## config.mk

```make
export PLATFORM = sky130hd
export DESIGN_NAME = cond_branch_resolve
export DESIGN_NICKNAME = d
export VERILOG_FILES = /design/src/cond_branch_pkg.sv /design/src/branch_target_calc.sv /design/src/cond_branch_resolve.sv
export SDC_FILE = /design/constraint.sdc
export NUM_CORES = 1
export LEC_CHECK = 0
export ABC_AREA = 1
export BUFFER_PORTS_ARGS = -buffer_cell sky130_fd_sc_hd__buf_4
export CAP_MARGIN = 20
export CORE_MARGIN = 2
export CORE_UTILIZATION = 45
export CTS_CLUSTER_DIAMETER = 60
export CTS_CLUSTER_SIZE = 30
export DETAILED_ROUTE_END_ITERATION = 8
export GPL_TIMING_DRIVEN = 0
export PLACE_DENSITY = 0.69
export SYNTH_ARGS = -nofsm -noshare
export SYNTH_HDL_FRONTEND = slang
export SYNTH_SLANG_ARGS = --single-unit
```

## constraint.sdc

```tcl
create_clock -name clock -period 14.81 [get_ports clock]
set_clock_uncertainty 0.1 [all_clocks]
set_input_delay 3.7025 -clock clock [delete_from_list [all_inputs] [get_ports clock]]
set_output_delay 3.7025 -clock clock [all_outputs]
set_load 0.02 [all_outputs]
```

## src/cond_branch_pkg.sv

```systemverilog
package cond_branch_pkg;

    // instruction field positions
    localparam int OPCODE_HI = 31;
    localparam int OPCODE_LO = 26;
    localparam int FIRST_SRC_HI = 25;
    localparam int FIRST_SRC_LO = 21;
    localparam int SECOND_SRC_HI = 20;
    localparam int SECOND_SRC_LO = 16;
    localparam int OFFSET_HI = 15;
    localparam int OFFSET_LO = 0;
    localparam int COP_FMT_HI = 25;
    localparam int COP_FMT_LO = 21;
    localparam int SELECTOR_HI = 20;
    localparam int SELECTOR_LO = 18;
    localparam int NULLIFY_BIT = 17;
    localparam int TRUE_FALSE_BIT = 16;

    // encodings
    localparam logic [5:0] OP_REGISTER_IMMEDIATE_CLASS = 6'h01;
    localparam logic [5:0] OP_BRANCH_ON_EQUAL = 6'h04;
    localparam logic [5:0] OP_BRANCH_ON_EQUAL_LIKELY = 6'h14;
    localparam logic [5:0] OP_COPROCESSOR_TWO = 6'h12;
    localparam logic [4:0] COP_FMT_BRANCH = 5'h08;
    localparam logic [4:0] RI_BRANCH_ON_NONNEGATIVE = 5'h01;
    localparam logic [4:0] RI_BRANCH_NONNEGATIVE_LINK = 5'h11;
    localparam logic [4:0] RI_BRANCH_NONNEGATIVE_LINK_LIKELY = 5'h13;

    // architectural constants
    localparam logic [4:0] LINK_REG = 5'h1f;
    localparam logic [31:0] LINK_STEP = 32'h0000_0008;
    localparam logic [31:0] SLOT_STEP = 32'h0000_0004;
    localparam int OFFSET_SHIFT = 2;
    localparam int SCALED_WIDTH = 18;

    // reset values
    localparam logic [31:0] PC_RESET = 32'h0000_0000;

    typedef enum logic [1:0] {
        IDLE,
        IN_SLOT
    } slot_state_t;

endpackage : cond_branch_pkg

```

## src/branch_target_calc.sv

```systemverilog
`timescale 1ns/10ps

module branch_target_calc #(
    parameter int XLEN = 32
) (
    // operands
    input wire logic [XLEN-1:0] branchPc,
    input wire logic [15:0] offsetField,
    // results
    output logic [XLEN-1:0] target,
    output logic [XLEN-1:0] linkAddr
);

    logic [cond_branch_pkg::SCALED_WIDTH-1:0] scaled;
    logic [XLEN-1:0] wideOffset;
    logic [XLEN-1:0] slotPc;

    // the step constants are 32 bits wide, so wider words are refused
    if (XLEN < cond_branch_pkg::SCALED_WIDTH
        || XLEN > 32) begin : g_width_check
        $error("XLEN out of range for the scaled offset");
    end

    // 18-bit scaled offset, widened by sign before the add
    assign scaled = {offsetField, 2'b00};
    assign wideOffset = {{(XLEN-cond_branch_pkg::SCALED_WIDTH){scaled[17]}},
                         scaled};
    // relative to the delay slot, not to the branch itself
    assign slotPc = branchPc + cond_branch_pkg::SLOT_STEP[XLEN-1:0];
    assign target = slotPc + wideOffset;
    assign linkAddr = branchPc + cond_branch_pkg::LINK_STEP[XLEN-1:0];

endmodule : branch_target_calc

```

## src/cond_branch_resolve.sv

```systemverilog
`timescale 1ns/10ps

module cond_branch_resolve #(
    parameter int XLEN = 32
) (
    // clock and reset
    input wire logic clock,
    input wire logic sys_rst,
    // issue from the pipeline: one instruction per valid cycle
    input wire logic issueValid,
    input wire logic [31:0] instrWord,
    input wire logic [XLEN-1:0] instrPc,
    input wire logic [XLEN-1:0] firstSourceValue,
    input wire logic [XLEN-1:0] secondSourceValue,
    // coprocessor two state
    input wire logic [7:0] coprocCondition,
    input wire logic coprocUsable,
    input wire logic coprocPresent,
    // exception taken on the delay-slot instruction
    input wire logic slotException,
    // link write
    output logic linkWrite,
    output logic [4:0] linkReg,
    output logic [XLEN-1:0] linkData,
    // redirect and slot control
    output logic redirect,
    output logic [XLEN-1:0] redirectPc,
    output logic nullifySlot,
    output logic branchTaken,
    // exceptions
    output logic coprocUnusableExc,
    output logic reservedInstrExc,
    output logic [XLEN-1:0] restartPc
);

    if (XLEN != 32) begin : g_width_check
        $error("register width must be 32");
    end

    ////////////////////////////////////////////////////////////////////////
    // decode

    logic [5:0] opcode;
    logic [4:0] riField;
    logic [4:0] copFmt;
    logic [2:0] conditionSelector;
    logic nullifySlotSelect;
    logic trueFalseSelect;
    logic isEqual, isEqualLikely, isNonneg, isNonnegLink, isNonnegLinkLikely;
    logic isCoproc, isBranch, isLink, isLikely, condition;
    logic [XLEN-1:0] target, linkAddr;

    assign opcode = instrWord[cond_branch_pkg::OPCODE_HI:
                              cond_branch_pkg::OPCODE_LO];
    assign riField = instrWord[cond_branch_pkg::SECOND_SRC_HI:
                               cond_branch_pkg::SECOND_SRC_LO];
    assign copFmt = instrWord[cond_branch_pkg::COP_FMT_HI:
                              cond_branch_pkg::COP_FMT_LO];
    // an omitted selector assembles as zero, so field value 0 covers it
    assign conditionSelector = instrWord[cond_branch_pkg::SELECTOR_HI:
                                         cond_branch_pkg::SELECTOR_LO];
    assign nullifySlotSelect = instrWord[cond_branch_pkg::NULLIFY_BIT];
    assign trueFalseSelect = instrWord[cond_branch_pkg::TRUE_FALSE_BIT];

    function automatic logic isImmClass(input logic [5:0] op,
        input logic [4:0] fld, input logic [4:0] code);
        return op == cond_branch_pkg::OP_REGISTER_IMMEDIATE_CLASS
            && fld == code;
    endfunction : isImmClass

    assign isEqual = opcode == cond_branch_pkg::OP_BRANCH_ON_EQUAL;
    assign isEqualLikely = opcode
        == cond_branch_pkg::OP_BRANCH_ON_EQUAL_LIKELY;
    assign isNonneg = isImmClass(opcode, riField,
        cond_branch_pkg::RI_BRANCH_ON_NONNEGATIVE);
    assign isNonnegLink = isImmClass(opcode, riField,
        cond_branch_pkg::RI_BRANCH_NONNEGATIVE_LINK);
    assign isNonnegLinkLikely = isImmClass(opcode, riField,
        cond_branch_pkg::RI_BRANCH_NONNEGATIVE_LINK_LIKELY);
    assign isCoproc = opcode == cond_branch_pkg::OP_COPROCESSOR_TWO
        && copFmt == cond_branch_pkg::COP_FMT_BRANCH;

    assign isLink = isNonnegLink | isNonnegLinkLikely;
    assign isLikely = isEqualLikely | isNonnegLinkLikely
        | (isCoproc & nullifySlotSelect);
    assign isBranch = isEqual | isEqualLikely | isNonneg | isLink | isCoproc;

    ////////////////////////////////////////////////////////////////////////
    // condition: full-width compares, so register 0 against itself is
    // always equal and register 0 is always nonnegative

    always_comb begin
        condition = 1'b0;
        if (isEqual || isEqualLikely) begin
            condition = firstSourceValue == secondSourceValue;
        end else if (isNonneg || isLink) begin
            condition = ~firstSourceValue[XLEN-1];
        end else if (isCoproc) begin
            condition = coprocCondition[conditionSelector]
                == trueFalseSelect;
        end
    end

    branch_target_calc #(
        .XLEN(XLEN)
    ) u_target (
        .branchPc(instrPc),
        .offsetField(instrWord[cond_branch_pkg::OFFSET_HI:
                               cond_branch_pkg::OFFSET_LO]),
        .target(target),
        .linkAddr(linkAddr)
    );

    ////////////////////////////////////////////////////////////////////////
    // coprocessor exceptions; a faulting branch does not resolve

    logic copFault, copUnusable, resolve;
    assign copUnusable = isCoproc & ~coprocUsable;
    assign copFault = isCoproc & (~coprocUsable | ~coprocPresent);
    assign resolve = issueValid & isBranch & ~copFault;

    always_ff @(posedge clock or posedge sys_rst) begin
        if (sys_rst) begin
            coprocUnusableExc <= 1'b0;
            reservedInstrExc <= 1'b0;
        end else begin
            coprocUnusableExc <= issueValid & copUnusable;
            reservedInstrExc <= issueValid & isCoproc & coprocUsable
                & ~coprocPresent;
        end
    end

    ////////////////////////////////////////////////////////////////////////
    // link write, in the cycle after issue, taken or not

    always_ff @(posedge clock or posedge sys_rst) begin
        if (sys_rst) begin
            linkWrite <= 1'b0;
            linkReg <= 5'h00;
            linkData <= cond_branch_pkg::PC_RESET;
        end else begin
            linkWrite <= resolve & isLink;
            if (resolve && isLink) begin
                linkReg <= cond_branch_pkg::LINK_REG;
                linkData <= linkAddr;
            end
        end
    end

    ////////////////////////////////////////////////////////////////////////
    // slot tracking: branch resolved at issue, PC applied after the slot

    cond_branch_pkg::slot_state_t state_q;
    logic taken_q;
    logic likely_q;
    logic [XLEN-1:0] target_q;
    logic [XLEN-1:0] branchPc_q;
    logic slotDone;

    // the slot has executed once the next instruction issues cleanly
    assign slotDone = state_q == cond_branch_pkg::IN_SLOT
        && issueValid && !slotException;

    always_ff @(posedge clock or posedge sys_rst) begin
        if (sys_rst) begin
            state_q <= cond_branch_pkg::IDLE;
            taken_q <= 1'b0;
            likely_q <= 1'b0;
            target_q <= cond_branch_pkg::PC_RESET;
            branchPc_q <= cond_branch_pkg::PC_RESET;
        end else begin
            case (state_q)
                cond_branch_pkg::IDLE: begin
                    if (resolve) begin
                        state_q <= cond_branch_pkg::IN_SLOT;
                        taken_q <= condition;
                        likely_q <= isLikely;
                        target_q <= target;
                        branchPc_q <= instrPc;
                    end
                end
                cond_branch_pkg::IN_SLOT: begin
                    // fault in the slot drops the pending redirect
                    if (slotException || issueValid) begin
                        state_q <= cond_branch_pkg::IDLE;
                    end
                end
                default: state_q <= cond_branch_pkg::IDLE;
            endcase
        end
    end

    // non-likely: slot always runs; likely and not taken: slot cancelled
    assign nullifySlot = state_q == cond_branch_pkg::IN_SLOT
        && likely_q && !taken_q;
    assign branchTaken = state_q == cond_branch_pkg::IN_SLOT && taken_q;

    always_ff @(posedge clock or posedge sys_rst) begin
        if (sys_rst) begin
            redirect <= 1'b0;
            redirectPc <= cond_branch_pkg::PC_RESET;
            restartPc <= cond_branch_pkg::PC_RESET;
        end else begin
            redirect <= slotDone && taken_q;
            if (slotDone && taken_q) begin
                redirectPc <= target_q;
            end
            if (state_q == cond_branch_pkg::IN_SLOT && slotException) begin
                restartPc <= branchPc_q;
            end
        end
    end
endmodule : cond_branch_resolve

```

==> results of run 1 <==
[how the worst max path moves through the flow]
stage / startpoint / to / slack (ps)
floorplan: sys_rst / branchPc_q[10] / 6520
global placement: sys_rst / redirectPc[30] / 4650
detailed placement: instrPc[2] / target_q[31] / 8780
CTS: instrPc[2] / target_q[31] / 9240
global route: instrPc[2] / target_q[27] / 9060
finish: instrWord[15] / target_q[24] / 9240
[worst max-delay path, stage by stage]
cell and delay [ps]:
sky130_fd_sc_hd__buf_4 180, sky130_fd_sc_hd__ha_1 310, sky130_fd_sc_hd__ha_1 400, sky130_fd_sc_hd__nand2_1 120, sky130_fd_sc_hd__inv_1 90, sky130_fd_sc_hd__nand2_1 100
sky130_fd_sc_hd__nor3_1 310, sky130_fd_sc_hd__nand3_1 220, sky130_fd_sc_hd__nand3_1 130, sky130_fd_sc_hd__nand2_1 50, sky130_fd_sc_hd__nand3_1 100, sky130_fd_sc_hd__nand2_1 60
[power groups by stage]
stage | sequential, mW | combinational (mW) | clock, mW
6_report | 0.553 | 0.326 | 0.437
5_1_grt | 0.561 | 0.366 | 0.465
4_1_cts | 0.553 | 0.329 | 0.444
3_5_place_dp | 0.562 | 0.326 | 0
3_3_place_gp | 0.561 | 0.320 | 0
2_1_floorplan | 0.580 | 0.170 | 0
[state kept, by name (all words and copies together), names as in the netlist]
name and count:
linkWrite 1, coprocUnusableExc 1, state_q 1, redirectPc 32
likely_q 1, redirect 1, taken_q 1, linkReg 1
restartPc 32, reservedInstrExc 1, target_q 32, linkData 32
branchPc_q 30
[cell families (layout without fill, tap and decap cells)]
logic type,count (synthesis),count (layout),share of synthesized area (%)
xor+xnor,55,55,4.75
mux,28,28,3.11
buf+inv,219,500,8.81
simple gates,736,736,29.3
compound gates,103,103,5.77
flops,166,166,40.9
fa+ha+maj,59,59,7.35
[layout make-up]
| cell class | instances | area (um2) | area share [%] |
|---|---|---|---|
| inverters | 188 | 713 | 5.49 |
| well taps | 280 | 350 | 2.70 |
| repair buffers | 249 | 1890 | 14.5 |
| multi-input cells | 981 | 5100 | 39.3 |
| clock buffers | 17 | 425 | 3.28 |
| plain buffers | 31 | 189 | 1.45 |
| clock inverters | 15 | 161 | 1.24 |
| flip-flops and latches | 166 | 4150 | 32.0 |
[metrics by stage]
step	instances	area [um2]	hold slack [ps]	utilization [%]
after floorplan	1366	10200	338	-
after global placement	1894	12400	351	56.3
after detailed placement	1895	12400	360	56.5
after CTS	1927	13000	378	59.1
after global routing	1927	13000	391	59.1
final	1927	13000	373	59.1
[metal layers]
layer | part of all wire, % | routed length, um | track usage (%)
met5 | 0 | 0 | 0
met4 | 1.5 | 461 | 6.23
met3 | 7.2 | 2250 | 5.72
met2 | 47 | 14800 | 44.4
met1 | 44 | 13900 | 36.3
[synthesized netlist by cell type (3+ instances only)]
| library cell | instances |
|---|---|
| sky130_fd_sc_hd__clkbuf_1 | 8 |
| sky130_fd_sc_hd__xnor2_1 | 22 |
| sky130_fd_sc_hd__mux2_2 | 28 |
| sky130_fd_sc_hd__nor3_1 | 27 |
| sky130_fd_sc_hd__nor2_2 | 3 |
| sky130_fd_sc_hd__o21bai_1 | 6 |
| sky130_fd_sc_hd__buf_4 | 5 |
| sky130_fd_sc_hd__inv_2 | 3 |
| sky130_fd_sc_hd__dfrtp_1 | 166 |
| sky130_fd_sc_hd__nor2_1 | 84 |
| sky130_fd_sc_hd__a21oi_1 | 21 |
| sky130_fd_sc_hd__nand4_1 | 14 |
| sky130_fd_sc_hd__o21ai_1 | 13 |
| sky130_fd_sc_hd__ha_1 | 58 |
| sky130_fd_sc_hd__buf_6 | 5 |
| sky130_fd_sc_hd__buf_2 | 13 |
| sky130_fd_sc_hd__o21ai_0 | 46 |
| sky130_fd_sc_hd__inv_1 | 184 |
| sky130_fd_sc_hd__nand3b_1 | 5 |
| sky130_fd_sc_hd__xor2_1 | 33 |
| sky130_fd_sc_hd__nand2_2 | 4 |
| sky130_fd_sc_hd__nand3_1 | 62 |
| sky130_fd_sc_hd__nand2_1 | 530 |
| sky130_fd_sc_hd__o21ai_2 | 12 |
==> out/summary.md, run 1 <==
* most common cell after layout, fill and taps aside: sky130_fd_sc_hd__nand2_1
* number of design rule violations left after detail routing: 0
* Worst Tran Pin Value: 672 ps
* count of synthesis-stage warnings from yosys: 0
* Int Pwr: 0.878 mW
* largest area contributor in the synthesized netlist: sky130_fd_sc_hd__dfrtp_1
* layout cell share with drive strength beyond 1: 21.8%
* type of element launching the critical path: primary input
* final hold violation count: 0
* final critical-path setup slack: 9240 ps
* critical path class: primary input to flop
* share of power burned in the clock network: 33.2%
* Pwr Density: 101 nW/um2
* number of pins exceeding their max-slew limit in the final report: 0
* FMAX: 0.180 GHz
* setup_tns: 0 ps
* Area contributors post-synth: sky130_fd_sc_hd__dfrtp_1 41%, sky130_fd_sc_hd__nand2_1 20%, sky130_fd_sc_hd__ha_1 7.1%
* initial antenna violation count: 0
* number of H-tree levels: 4
* clock insertion delay at the later pin of the skew report: 440 ps
* fraction of the yosys area taken by sequential cells: 40.9%
* Resized Gates After CTS: 0
* worst slack at placement: 8780 ps
* gate count after technology mapping: 1,366
* setup repair after global routing missed its margin: false
* first-iteration detailed-routing DRC count: 581
* share of the synthesized area in the top cell type: 40.9%
* total vias in the final route: 9,557
* Critical Path End Type: flop
* PortBufs: 248
* Filler Cell Count: 2,077
* detailed-route wire length per cell: 16.3 um
* number of core rows: 54
* worst IR drop on VDD: 0.0000809 V
* remaining global-route overflow: 0
* Die Footprint: 23,800 um2
* capture instance of the worst register-to-register path: redirectPc[8]
* register-to-register setup slack: 12,580 ps
* net count after synthesis: 1,567
* Worst EP required: 15,040 ps
* mean cell area of the mapped netlist: 7.43 um2
* initial cell density of the core: 46.2%
* Post-CTS Setup Repair Bufs: 0
* Hold/Removal Path Class: flop to flop
* asr flop ratio synth: 100%
* TritonCTS clock tree: built
* clock sink count: 166
* #FFs+latches synth: 166
* Psw: 0.438 mW
* number of nets still failing antenna checks after routing: 0
* ports placed on the boundary: 249
* EDFF count, synth: 0
* clock transition at the registers of the reported paths: 70 ps
* final-report setup violation count: 0
* status: finished clean
* relative max-transition margin: 55.0%
* TritonCTS buffer count: 17
* total routing usage reported by global routing: 26.8%
* core box area: 22,000 um2
* weighted congestion reported at the end of routability-driven placement: 0.950
* final WL: 31.4 mm
* Area growth, synth to finish: 27.9%
* total power: 1.32 mW
* Most used DFF post-synth: sky130_fd_sc_hd__dfrtp_1
* chip width: 154 um
* share of the clock period used by the worst path: 37.6%
* R2R Path Start: state_q[0]
* Seq pwr share: 42.0%
* # hold bufs at CTS: 0
* drt first pass iters: 5
* root buffer cell: sky130_fd_sc_hd__clkbuf_16
* Hold Path Origin: redirectPc[19]
* largest net degree at the start of global routing: 103
* final layout net count: 1,835
* Vias per Instance: 4.96
* number of cells traversed by the worst hold path: 2
* leakage power: 7.43 nW
* Die Span Y: 154 um
* largest fanout on the critical path: 15
* maximum buffer depth of the clock tree: 2
* Diodes inserted: 0
* most used cells in the layout excluding fill and tap cells: 530 x sky130_fd_sc_hd__nand2_1, 253 x sky130_fd_sc_hd__buf_4, 183 x sky130_fd_sc_hd__inv_1
* final HPWL from detailed placement: 25.7 mm
* cell area after synthesis: 10,200 um2
* hold endpoint: redirectPc[19]
* vias in the first global route: 9,341
* final critical path time including I/O delays and setup: 5570 ps
* Worst Path Arrival: 5800 ps
* number of violations of the max-capacitance limit: 0
* global-route wire length before repair: 49.6 mm
* relative contribution of combinational cells to total power: 24.8%
* cells on worst reg2reg path: 6
* switch share: 33.3%
* number of unique standard cell types used by synthesis: 34
Power figures use the tool's default switching activity.
==> inputs of run 2 (changes only) <==
- ABC_AREA: 1 -> 0
- PLACE_DENSITY: 0.69 -> 0.73
- clock period: 14.81 -> 4.85 ns (I/O delays scaled with it)
==> run 2 against run 1 <==
Against the previous run: sequential power increased to 2.9 times the previous value; combinational power increased by 140%; cell area shrank 7.9%; clock power grew to 2.9 times the previous value; non-clock buffer count grew 17; clock-buffer cell count is 3 higher; first-iteration DRC count is 31% lower; via count decreased by 18%; critical path depth did not move; largest cell class unchanged; highest routed layer is now met5.
==> out/summary.md, run 2 <==
* status: finished clean
* asr flop ratio synth: 100%
* number of unique standard cell types used by synthesis: 59
* placed cells: 1,502
* leakage power: 6.19 nW
* # hold bufs at CTS: 0
* most common cell after layout, fill and taps aside: sky130_fd_sc_hd__nand2_1
* FMAX: 0.247 GHz
* number of core rows: 52
* final-report setup violation count: 0
* initial antenna violation count: 1
* chip width: 146 um
* Worst Path Arrival: 4250 ps
* worst slack at placement: 447 ps
* Seq pwr share: 44.4%
* adder-cell share of the synthesized area: 8.17%
* root buffer cell: sky130_fd_sc_hd__clkbuf_16
* Vias per Instance: 5.14
* cells on worst reg2reg path: 6
* final critical path time including I/O delays and setup: 4050 ps
* number of nets still failing antenna checks after routing: 0
* Compound-Gate Fraction of Synth Area: 10.4%
* Most used DFF post-synth: sky130_fd_sc_hd__dfrtp_1
* clock insertion delay at the later pin of the skew report: 430 ps
* remaining global-route overflow: 0
* #FFs+latches synth: 166
* maximum buffer depth of the clock tree: 2
* largest fanout on the critical path: 6
* capture instance of the worst register-to-register path: redirectPc[19]
* Hold/Removal Path Class: flop to flop
* relative contribution of combinational cells to total power: 21.2%
* setup_tns: 0 ps
* TritonCTS clock tree: built
* main combinational cell family by area after synthesis: simple AND/OR/NAND/NOR gates
* last element of the critical path: target_q[23]
* Synth Area in XOR/XNOR: 8.15%
* Resized Gates After CTS: 0
* Critical Path End Type: flop
* count of placed standard cells in the final layout, fillers left out: 1,534
* worst IR drop on VDD: 0.000276 V
* setup repair after global routing missed its margin: false
* clock sink count: 166
* Pwr Density: 308 nW/um2
* R2R Path Start: state_q[0]
* register cell area after layout: 4150 um2
* Filler Cell Count: 1,800
* vias in the first global route: 7,992
* cell area after synthesis: 9130 um2
* switch share: 30.2%
* share of the synthesized area in the top cell type: 45.5%
* detailed-route wire length per cell: 16.6 um
* initial cell density of the core: 45.4%
* Worst Hold Slack: 370 ps
* number of violations of the max-capacitance limit: 0
* global-route wire length before repair: 41.0 mm
* core box area: 20,100 um2
* number of design rule violations left after detail routing: 0
* mean cell area of the mapped netlist: 9.32 um2
* share of power burned in the clock network: 34.5%
* register-to-register setup slack: 2900 ps
* total vias in the final route: 7,880
* Die Footprint: 21,500 um2
* first-iteration detailed-routing DRC count: 400
* final HPWL from detailed placement: 20.2 mm
* Die Span Y: 146 um
* net count after synthesis: 1,181
* most used cells in the layout excluding fill and tap cells: 286 x sky130_fd_sc_hd__nand2_1, 252 x sky130_fd_sc_hd__buf_4, 166 x sky130_fd_sc_hd__dfrtp_1
* Area contributors post-synth: sky130_fd_sc_hd__dfrtp_1 45%, sky130_fd_sc_hd__nand2_1 12%, sky130_fd_sc_hd__ha_1 7.9%
* final layout net count: 1,452
* relative max-transition margin: 32.2%
* EDFF count, synth: 0
* final WL: 25.5 mm
* drt first pass iters: 4
* Area growth, synth to finish: 30.9%
* layout cell share with drive strength beyond 1: 27.1%
* share of the clock period used by the worst path: 83.4%
* gate count after technology mapping: 980
* multiplexer share of the synthesized area: 4.81%
* largest area contributor in the synthesized netlist: sky130_fd_sc_hd__dfrtp_1
* area used by multi-input combinational logic: 4700 um2
* type of element launching the critical path: primary input
* Psw: 1.11 mW
* Int Pwr: 2.57 mW
* area fraction in and, or, nand and nor cells after synthesis: 19.9%
* clock transition at the registers of the reported paths: 70 ps
* final critical-path setup slack: 803 ps
* Worst Tran Pin Value: 1010 ps
* commonest cells in the synthesized netlist: 286 x sky130_fd_sc_hd__nand2_1, 166 x sky130_fd_sc_hd__dfrtp_1, 61 x sky130_fd_sc_hd__o21ai_0
* largest net degree at the start of global routing: 44
* beginning of the critical path: instrPc[3]
* number of pins exceeding their max-slew limit in the final report: 0
* total routing usage reported by global routing: 24.1%
* weighted congestion reported at the end of routability-driven placement: 0.915
* Diodes inserted: 0
* ports placed on the boundary: 249
* fraction of the yosys area taken by sequential cells: 45.5%
* dominant cell by count in the synthesized netlist: sky130_fd_sc_hd__nand2_1
* count of synthesis-stage warnings from yosys: 0
* PortBufs: 248
* final hold violation count: 0
* TritonCTS buffer count: 17
* Post-CTS Setup Repair Bufs: 0
* number of H-tree levels: 4
* critical path class: primary input to flop
* Worst EP required: 5050 ps
[run 2: cell count changes in the layout (fill, tap and decap cells not counted), moves of 15 or more]
cell	delta
sky130_fd_sc_hd__nand2_1	-244
sky130_fd_sc_hd__o21ai_0	+15
sky130_fd_sc_hd__xnor2_1	+33
sky130_fd_sc_hd__nor2_1	-49
sky130_fd_sc_hd__inv_1	-167
sky130_fd_sc_hd__a21oi_1	+15
sky130_fd_sc_hd__nor3_1	-19
sky130_fd_sc_hd__nand3_1	-45
[run 2: layer usage]
metal  share of wire (%)  global-route usage [%]
met5               0.043                       0
met4                 1.7                    7.14
met3                 6.5                    7.19
met2                  47                    38.3
met1                  45                    32.1
[run 2: worst min-delay path by stage]
stage / cells after the start / end / from / slack [ps]
floorplan: 2 / redirectPc[10] / target_q[10] / 340
global placement: 2 / redirectPc[13] / target_q[13] / 350
detailed placement: 2 / redirectPc[13] / target_q[13] / 350
CTS: 2 / redirectPc[13] / target_q[13] / 370
global route: 2 / branchPc_q[19] / branchPc_q[19] / 390
finish: 2 / redirectPc[13] / target_q[13] / 370
[run 2: layout make-up]
type	instances	area share, %
multi-input combinational	752	39.3
sequential	166	34.7
timing repair buffer	252	16.2
clock buffer	20	3.74
tap	270	2.83
buffer	45	1.78
clock inverter	12	0.774
inverter	17	0.565
[run 2: critical path, stage by stage]
cell                        delay [ps]
sky130_fd_sc_hd__buf_4             140
sky130_fd_sc_hd__ha_1              350
sky130_fd_sc_hd__ha_1              290
sky130_fd_sc_hd__inv_1              90
sky130_fd_sc_hd__fa_1              210
sky130_fd_sc_hd__nor2b_1            70
sky130_fd_sc_hd__o2111ai_1         370
sky130_fd_sc_hd__a21oi_1           130
sky130_fd_sc_hd__a211oi_1          730
sky130_fd_sc_hd__o21bai_1          290
sky130_fd_sc_hd__xnor2_1           250
sky130_fd_sc_hd__o21ai_0           100
[run 2: power by group through the flow]
| stage | Combinational (mW) | Sequential (mW) | Clock (mW) |
|---|---|---|---|
| floorplan | 0.428 | 1.67 | 0 |
| global placement | 0.748 | 1.65 | 0 |
| global route | 0.864 | 1.65 | 1.34 |
| finish | 0.778 | 1.63 | 1.27 |
| CTS | 0.779 | 1.63 | 1.28 |
| detailed placement | 0.773 | 1.65 | 0 |
[run 2: kinds of logic (layout without fill, tap and decap cells)]
logic type | count (synthesis) | in the layout
flops | 166 | 166
simple gates | 419 | 419
buf+inv | 62 | 346
xor+xnor | 85 | 85
fa+ha+maj | 59 | 59
mux | 37 | 37
compound gates | 152 | 152
[run 2: stage by stage]
step | total power, mW | cell area, um2 | util (%)
after floorplan | 2.09 | 9140 | -
final | 3.68 | 12000 | 59.5
after global placement | 2.40 | 11300 | 56.4
after global routing | 3.86 | 12000 | 59.5
after CTS | 3.69 | 12000 | 59.5
after detailed placement | 2.43 | 11400 | 56.8
